`config.mk`:
```
export PLATFORM = sky130hd
export DESIGN_NAME = apbwd_top
export DESIGN_NICKNAME = d
export VERILOG_FILES = /design/src/pkg/apbwd_pkg.sv /design/src/rtl/apbwd_sync.sv /design/src/rtl/apbwd_top.sv
export SDC_FILE = /design/constraint.sdc
export NUM_CORES = 1
export LEC_CHECK = 0
export BUFFER_PORTS_ARGS = -buffer_cell sky130_fd_sc_hd__buf_2
export CAP_MARGIN = 20
export CORE_ASPECT_RATIO = 0.7
export CORE_MARGIN = 1.5
export CORE_UTILIZATION = 35
export DETAILED_ROUTE_END_ITERATION = 8
export SLEW_MARGIN = 25
export SYNTH_ARGS = -nofsm -noshare
export SYNTH_HDL_FRONTEND = slang
export SYNTH_HIERARCHICAL = 1
export SYNTH_SLANG_ARGS = --single-unit
```
`constraint.sdc`:
```
create_clock -name clock_i -period 7.7 [get_ports clock_i]
set_input_delay 0.385 -clock clock_i [delete_from_list [all_inputs] [get_ports clock_i]]
set_output_delay 0.385 -clock clock_i [all_outputs]
set_load 0.02 [all_outputs]
```
`src/pkg/apbwd_pkg.sv`:
```
// Constants and state types shared by the watchdog design files
package apbwd_pkg;

  // Register byte offsets within the 4 KB window
  localparam logic [11:0] OFF_RELOAD  = 12'h000;
  localparam logic [11:0] OFF_COUNT   = 12'h004;
  localparam logic [11:0] OFF_CTRL    = 12'h008;
  localparam logic [11:0] OFF_CLR     = 12'h00C;
  localparam logic [11:0] OFF_RAW     = 12'h010;
  localparam logic [11:0] OFF_MASKED  = 12'h014;
  localparam logic [11:0] OFF_LOCK    = 12'hC00;

  // Control field positions
  localparam int CTRL_IRQ_EN_BIT = 0;
  localparam int CTRL_RES_EN_BIT = 1;

  // Reset values and special values
  localparam logic [31:0] RELOAD_RST = 32'hFFFFFFFF;
  localparam logic [31:0] COUNT_RST  = 32'hFFFFFFFF;
  localparam logic [1:0]  CTRL_RST   = 2'h0;
  localparam logic [31:0] LOCK_KEY   = 32'h1ACCE551;
  localparam logic [31:0] ZERO_WORD  = 32'h00000000;
  localparam logic [31:0] LOCK_ON    = 32'h00000001;
  localparam logic [31:0] COUNT_ZERO = 32'h00000000;
  localparam logic [31:0] COUNT_ONE  = 32'h00000001;

  // State of the two-flop synchroniser (two independent bits)
  typedef struct packed {
    logic [1:0] meta;
    logic [1:0] stable;
  } apbwd_sync_t;

  // Whole state of the watchdog core
  typedef struct packed {
    logic [31:0] reload;
    logic [31:0] count;
    logic [1:0]  ctrl;
    logic        raw;
    logic        locked;
    logic        stopped;
    logic        irq;
    logic        res;
    logic [31:0] prdata;
  } apbwd_state_t;

endpackage

```
`src/rtl/apbwd_sync.sv`:
```
// Two-flop synchroniser for the count enable and count-domain reset pins
`timescale 1ns/1ps
module apbwd_sync
  import apbwd_pkg::*;
(
  // Clock and reset
  input  wire logic       clock_i,
  input  wire logic       rst_n_i,
  // Asynchronous levels in, synchronised levels out
  input  wire logic [1:0] async_i,
  output logic [1:0]      sync_o
);

  apbwd_sync_t st;
  apbwd_sync_t next_st;

  // First stage feeds only the second stage
  always_comb begin
    next_st.meta   = async_i;
    next_st.stable = st.meta;
  end

  always_ff @(posedge clock_i or negedge rst_n_i) begin
    if (!rst_n_i) begin
      st <= '0;
    end else begin
      st <= next_st;
    end
  end

  assign sync_o = st.stable;

endmodule

```
`src/rtl/apbwd_top.sv`:
```
// Watchdog timer with APB register slave and write-protect lock
// What this block does
// - Writing the reload register restarts the counter from the new value.
// - Reload of zero raises the interrupt at the next tick; one is minimum.
// - Current-count register is read-only and returns the live counter.
// - Control bit 1 gates the timeout reset output.
// - Control bit 0 enables counting and interrupt; bits 31..2 reserved.
// - Enabling control bit 0 from low loads the counter from reload.
// - Any write to the clear location clears interrupt and reloads counter.
// - Raw status bit 0 is set when counter hits zero with control bit 0 set.
// - Masked status equals raw AND enable and drives the interrupt pin.
// - Writing the key to the lock register enables writes elsewhere.
// - Any other lock value blocks other writes; lock stays writable.
// - Lock read returns 0 when unlocked and 1 when locked.
// - Reset: reload and count all ones; control, status, lock zero.
// - Registers at 0x00..0x14 by four, lock at 0xC00, rest reserved.
// - Only address bits 11..2 are decoded.
// - Timeout reset and interrupt outputs are active high.
// - Count-domain reset is active low and clears the counting logic.
// - Counter decrements only on clock edges with count enable high.
// - Second zero with interrupt pending asserts reset if gated; then stop.
// - Clear write drops the interrupt at once, not on a count tick.
// - With control bit 0 low the counter holds its value.
`timescale 1ns/1ps
module apbwd_top
  import apbwd_pkg::*;
(
  // Clock and bus reset
  input  wire logic        clock_i,
  input  wire logic        rst_n_i,
  // APB slave
  input  wire logic        psel_i,
  input  wire logic        penable_i,
  input  wire logic        pwrite_i,
  input  wire logic [11:2] paddr_i,
  input  wire logic [31:0] pwdata_i,
  output logic [31:0]      prdata_o,
  // Counting pins
  input  wire logic        count_clock_enable_i,
  input  wire logic        count_domain_reset_n_i,
  // Watchdog outputs
  output logic             timeout_irq_out_o,
  output logic             timeout_reset_out_o
);

  apbwd_state_t st;
  apbwd_state_t next_st;

  logic [1:0]  sync_q;
  logic        tick;
  logic        cnt_rst;
  logic        wr_acc;
  logic        rd_setup;
  logic        wr_open;
  logic        wr_reload;
  logic        wr_ctrl;
  logic        wr_clr;
  logic        wr_lock;
  logic        running;
  logic        at_zero;
  logic        set_irq;
  logic        en_rise;

  // Address match on bits 11..2 only
  function automatic logic hit(input logic [11:2] a, input logic [11:0] off);
    hit = (a == off[11:2]);
  endfunction

  // Read mux; unmapped and write-only offsets give zero
  function automatic logic [31:0] read_word(input logic [11:2] a,
                                            input apbwd_state_t s);
    read_word = ZERO_WORD;
    if (hit(a, OFF_RELOAD)) begin
      read_word = s.reload;
    end else if (hit(a, OFF_COUNT)) begin
      read_word = s.count;
    end else if (hit(a, OFF_CTRL)) begin
      read_word = {30'h00000000, s.ctrl};
    end else if (hit(a, OFF_RAW)) begin
      read_word = {31'h00000000, s.raw};
    end else if (hit(a, OFF_MASKED)) begin
      read_word = {31'h00000000, s.raw & s.ctrl[CTRL_IRQ_EN_BIT]};
    end else if (hit(a, OFF_LOCK)) begin
      read_word = s.locked ? LOCK_ON : ZERO_WORD;
    end
  endfunction

  // Count enable and count-domain reset pins pass two flops before use; bus pins do not
  apbwd_sync u_sync (
    .clock_i (clock_i),
    .rst_n_i (rst_n_i),
    .async_i ({count_domain_reset_n_i, count_clock_enable_i}),
    .sync_o  (sync_q)
  );

  // Bus strobes; the master keeps select and one-cycle enable framing
  assign wr_acc    = psel_i && penable_i && pwrite_i;
  assign rd_setup  = psel_i && !penable_i && !pwrite_i;
  assign wr_open   = wr_acc && !st.locked;
  assign wr_reload = wr_open && hit(paddr_i, OFF_RELOAD);
  assign wr_ctrl   = wr_open && hit(paddr_i, OFF_CTRL);
  assign wr_clr    = wr_open && hit(paddr_i, OFF_CLR);
  assign wr_lock   = wr_acc && hit(paddr_i, OFF_LOCK);

  // Count events
  assign cnt_rst = !sync_q[1];
  assign tick    = sync_q[0] && !cnt_rst;
  assign running = st.ctrl[CTRL_IRQ_EN_BIT] && !st.stopped;
  assign at_zero = (st.count == COUNT_ZERO);
  // A zero raises the interrupt unless it is the missed-service zero
  assign set_irq = tick && running && at_zero
                   && !(st.raw && st.ctrl[CTRL_RES_EN_BIT]);
  assign en_rise = wr_ctrl && !st.ctrl[CTRL_IRQ_EN_BIT]
                   && pwdata_i[CTRL_IRQ_EN_BIT];

  // Next-state logic: count tick first, bus writes override it
  always_comb begin
    next_st = st;
    if (cnt_rst) begin
      // Counting state cleared; reload and control belong to bus reset
      next_st.count   = COUNT_RST;
      next_st.raw     = 1'b0;
      next_st.stopped = 1'b0;
    end else if (tick && running) begin
      if (!at_zero) begin
        next_st.count = st.count - COUNT_ONE;
      end else if (set_irq) begin
        // Zero reached: raise the interrupt and start a new period
        next_st.count = st.reload;
        next_st.raw   = 1'b1;
      end else begin
        // Missed service with the gate on: halt at zero until reset
        next_st.stopped = 1'b1;
      end
    end
    // Reload write restarts the count but leaves the interrupt alone
    if (wr_reload) begin
      next_st.reload = pwdata_i;
      next_st.count  = pwdata_i;
    end
    if (wr_ctrl) begin
      next_st.ctrl = pwdata_i[1:0];
    end
    if (en_rise) begin
      next_st.count = st.reload;
    end
    // Clear: a zero reached in the same cycle still wins
    if (wr_clr) begin
      next_st.count = st.reload;
      next_st.raw   = set_irq;
    end
    if (wr_lock) begin
      next_st.locked = (pwdata_i != LOCK_KEY);
    end
    // Read data captured in setup so it is steady in the access phase
    if (rd_setup) begin
      next_st.prdata = read_word(paddr_i, st);
    end
    // Outputs registered from the new state, so a clear drops irq at once
    next_st.irq = next_st.raw && next_st.ctrl[CTRL_IRQ_EN_BIT];
    // Reset output is the stop flag masked by the gate, so clearing the
    // gate bit withdraws it; only a counting reset or bus reset clears the stop itself
    next_st.res = next_st.stopped && next_st.ctrl[CTRL_RES_EN_BIT];
  end

  // State register; all fields take constants under reset
  always_ff @(posedge clock_i or negedge rst_n_i) begin
    if (!rst_n_i) begin
      st.reload  <= RELOAD_RST;
      st.count   <= COUNT_RST;
      st.ctrl    <= CTRL_RST;
      st.raw     <= 1'b0;
      st.locked  <= 1'b0;
      st.stopped <= 1'b0;
      st.irq     <= 1'b0;
      st.res     <= 1'b0;
      st.prdata  <= ZERO_WORD;
    end else begin
      st <= next_st;
    end
  end

  // Outputs straight from flops, active high
  assign prdata_o            = st.prdata;
  assign timeout_irq_out_o   = st.irq;
  assign timeout_reset_out_o = st.res;
endmodule

```
# [After elaboration in Yosys (flattened, before gate mapping)]
# Index checks and enable logic that the tools add are counted.
[word_totals] elab_cells=74 output_inout_bits=34 regBits=107
[op_classes] n_mux=24 bitwise_logic=1 n_eq_ne=9 reduce_logical=28 add_sub_neg=1
[op_table] cell="$mux 32" n=9
[op_table] cell="$logic_not 32->1" n=1
[op_table] cell="$ne 32x29->1 const B" n=1
[op_table] cell="$sub 32x1->32 const B" n=1
[op_table] cell="$eq 10x2->1 const B" n=2
[op_table] cell="$eq 10x3->1 const B" n=2
[op_table] cell="$logic_and 1x1->1" n=19
[op_table] cell="$mux 1" n=13
[op_table] cell="$eq 10x1->1 const B" n=1
[op_table] cell="$eq 10x10->1 const B" n=1
[op_table] cell="$logic_not 10->1" n=1
[op_table] cell="$logic_not 1->1" n=6
[op_table] cell="$ne 6x6->1 const B" n=1
[op_table] cell="$ne 5x5->1 const B" n=1
[op_table] cell="$mux 2" n=2
[op_table] cell="$reduce_and 2->1" n=1
[op_table] cell="$and 1x1->1" n=1

# [Depth between registers and ports, before layout]
[logic_depth] ltp_word=12 ltp_mapped=9 ltp_nobuf=8

# [Hierarchy]
# The synthesis kept the hierarchy.
[modules_own_cells] module="apbwd_top" seq_area_each_um2=2657.5 area_each_um2=6465.0 n_inst=1 cells_each=781
[modules_own_cells] module="apbwd_sync" seq_area_each_um2=100.1 area_each_um2=100.1 n_inst=1 cells_each=4

# [Least setup slack after synthesis]
# OpenSTA, ideal clock, no wires.
[synth_timing] path_type="register -> register" startpoint="register st[52] (netlist name)" endpoint="register st[68] (netlist name)" setup_ps=84 path_stages_with_launch=9 path_slack_ps=5069 arrival_ps=2546 cell_sequence="dfstp_2 -> buf_2 -> or3_2 -> buf_4 -> or4_4 -> or4_1 -> or4b_1 -> o211ai_2 -> a31oi_1"
[synth_between] elab_chain_cells=7 elab_cells_between_ends=12 cone_classes="add/sub (1); eq/ne (1); mux (6); reduce/logical (4)"
[synth_rtl] element="from (decl)" line_no="apbwd_top.sv:46" text="apbwd_state_t st;"
[synth_rtl] element="from (signal assigned)" line_no="apbwd_top.sv:179" text="st <= next_st;"
[synth_rtl] element="$sub 32x1->32 / $logic_not 32->1 (equally long branches)" line_no="apbwd_top.sv:126, apbwd_top.sv:109"
[synth_rtl] element="$mux 32" line_no="apbwd_top.sv:125" text="if (!at_zero) begin"
[synth_rtl] element="$mux 32" line_no="apbwd_top.sv:124" text="end else if (tick && running) begin"
[synth_rtl] element="$mux 32" line_no="apbwd_top.sv:119" text="if (cnt_rst) begin"
[synth_rtl] element="$mux 32" line_no="apbwd_top.sv:137" text="if (wr_reload) begin"
[synth_rtl] element="$mux 32" line_no="apbwd_top.sv:144" text="if (en_rise) begin"
[synth_rtl] element="$mux 32" line_no="apbwd_top.sv:148" text="if (wr_clr) begin"
# Parallel ways exist; a longest one is shown, timed or not. The select of a mux whose other input is x is not followed.
# A chain may end at the register's enable or synchronous reset.

# [Final worst setup path]
[layout_timing] startpoint="register st[39] (netlist name)" endpoint="register st[61] (netlist name)"
# The elaborated chain is that of the path after synthesis.

==> impl_metrics.yaml <==
clock_network:
  clock-sinks: 107
  cts_buffers: 9
  post-cts-setup-buffers: 0
  tritoncts: "built"
  cts_root_buf: "clkbuf_16"
  clk_path_buf_depth: 2
  cts_resized: 0
  clock_latency_ns: 0.35
  cts_hold_buf: 0
  cts_htree_levels: 3
  clk_pin_slew_ns: 0.08
logic_synthesis:
  ys_types: 73
  ys_top_cells_by_count: "nand2_1, nor2_1, dfstp_2, a21oi_1, o21ai_0"
  synthSimpleGateAreaFrac_pct: 25.96
  yosys.area_share.adder_pct: 0.3812
  synth_compound_area_share_pct: 20.28
  ys_ff_latch: 107
  async_reset_ff_share_pct: 100.0
  synthTopCellsByArea: "dfstp_2, dfrtp_1, nand2_1, nor2_1, a22oi_1"
  synth_nets: 836
  synth_top_area_share_pct: 25.61
  syn_avg_cell_area_um2: 8.363
  synth_edf_count: 0
  synth_top_family_by_area: "simple AND/OR/NAND/NOR gates"
  syn_area_um2: 6565
  ys_seq_area_share_pct: 42.00
  synthXorXnorAreaFrac_pct: 1.868
  synth.most_common_cell: "nand2_1"
  syn_inst: 785
  ys_warn_count: 6
  synthFlopType: "dfstp_2"
  synth_top_area_cell: "dfstp_2"
  synthMuxAreaShare_pct: 1.296
global_routing:
  grt_pass1_vias: 5645
  antenna_found_initial: 0
  use_met3_pct: 5.414
  grt_overflow: 0
  grt_max_degree: 64
  met2_usage_pct: 28.49
  met1_usage_pct: 34.11
  grt_util_all_layers_pct: 21.42
  grt_pass1_wl_mm: 32.90
  busiest_layer: "met1"
detailed_routing:
  wl_per_cell_um: 19.57
  vias_per_cell: 5.776
  drc: 9
  vias: 6042
  ant_nets: 0
  drtIter0Drc: 497
  postRouteWirelength_mm: 20.47
  first_pass_iters: 8
sta:
  setup_viol: 0
  finalHoldViolations: 0
  relSlewSlack_pct: 32.67
  worst_pin_slew_ns: 1.006
  hold_ws_ns: 0.08036
  fmax_mhz: 329.0
  finalCritPeriodShare_pct: 39.48
  fin_tns_setup_ns: 0
  maxSlewViolCount: 0
  fin_crit_ns: 3.040
  rsz0062_at_grt: "false"
  clock-skew-final_ns: 0.01016
final_layout:
  drive_above_1_share_pct: 25.06
  nets: 856
  area_delta_synth_final_pct: 10.01
  num_antenna_cells: 0
  fill_cells: 1838
  final_area_um2: 7222
critical_path:
  arrival_ns: 3.33
  crit_path_max_fanout: 12
  critical_path.startpoint_type: "register"
  worst_ep_required_time_ns: 7.99
  crit_type: "register to register"
  worst_setup_path_end_kind: "register"
die:
  row_count: 41
  core_area_um2: 18210
  die_w_um: 166.7
  initial_utilization_pct: 36.05
  die-height_um: 117.6
  pin_count: 83
  die_area_um2: 19600
run_status:
  violations: "DRC"
  status: "finished with violations"
flow_run:
  maxCapViolCount: 0
pwr:
  p_per_area_nw_per_um2: 179.9
  vdd_drop_max_mv: 0.1151
  leakage_nw: 2.857
placed_design:
  io_buffers: 82
  placed_area_um2: 6884
  dp_hpwl_mm: 14.04
  place_congestion: 0.8903
min_path:
  min_path_type: "input pin to async pin"
==> state kept, by name (all words and copies together), names as in the netlist <==
name and cells:
prdata_o 32, st 69, timeout_irq_out_o 1, timeout_reset_out_o 1, u_sync/next_st 2, u_sync/sync_o 2
==> cells by family after synthesis <==
| logic type | Yosys count |
|---|---|
| simple gates | 352 |
| compound gates | 211 |
| flops | 107 |
| buf+inv | 91 |
| xor+xnor | 14 |
| mux | 8 |
| fa+ha+maj | 2 |
==> placed cells by master (no fill, tap or decap), types with 9 or more instances in the layout <==
cell,n
a21oi_1,57
a22oi_1,44
a31oi_1,14
buf_2,81
buf_4,13
clkbuf_16,9
dfrtp_1,43
dfstp_2,64
nand2_1,129
nand3_1,16
nand4_1,16
nor2_1,96
nor3_1,22
nor4_1,11
o21ai_0,50
xor2_1,9
==> layer usage <==
metal | vias up | wire [um] | share of wire (%)
li1 | 2827 | - | -
met1 | 2906 | 10320 | 50
met2 | 288 | 8067 | 39
met3 | 21 | 1886 | 9.2
met4 | 0 | 199 | 0.97
met5 | - | 0 | 0
==> path summary, 6_finish.rpt <==
kind,start,to,slack (ns),cells after the start
min in group clock_i,count_clock_enable_i,u_sync/next_st[0],0.13,1
hold / removal,rst_n_i,prdata_o[19],0.08,1
max in group asynchronous,rst_n_i,prdata_o[3],6.41,2
hold reg to reg,u_sync/next_st[1],u_sync/sync_o[1],0.36,0
setup / recovery,st[39],st[61],4.66,8
setup reg to reg,st[39],st[61],4.66,8
==> stage by stage <==
step	cells	worst slack, ns	utilization (%)	total power [mW]
3_5_place_dp	1030	4.676	37.80	0.7868
3_3_place_gp	1030	4.717	37.78	0.7843
5_1_grt	1046	4.462	39.66	1.356
4_1_cts	1046	4.734	39.66	1.315
6_report	1046	4.660	39.66	1.299
2_1_floorplan	785	5.069	-	0.7472
==> area by class of cell <==
cell class | count | area [um2] | area share [%]
clock buffers | 11 | 252.7 | 3.500
well taps | 236 | 295.3 | 4.089
flip-flops and latches | 107 | 2758 | 38.18
clock inverters | 5 | 85.08 | 1.178
multi-input cells | 587 | 3306 | 45.77
inverters | 6 | 22.52 | 0.3119
repair buffers | 94 | 503.0 | 6.965
==> critical path, stage by stage, from the launching register on <==
cell and delay [ns]:
dfstp_2 0.40, inv_1 0.08, ha_1 0.16, or4b_1 0.48
or2_1 0.27, o41ai_1 0.59, and3_1 0.61, a31oi_1 0.08
o2bb2a_1 0.31
==> power breakdown <==
group          internal [mW]  switching (mW)  leakage, nW
sequential             0.595          0.0178         1.19
combinational         0.0530           0.110         1.50
clock                  0.304           0.219        0.162
total                  0.952           0.347         2.86
Note: power is estimated with default switching activity, not from simulation.
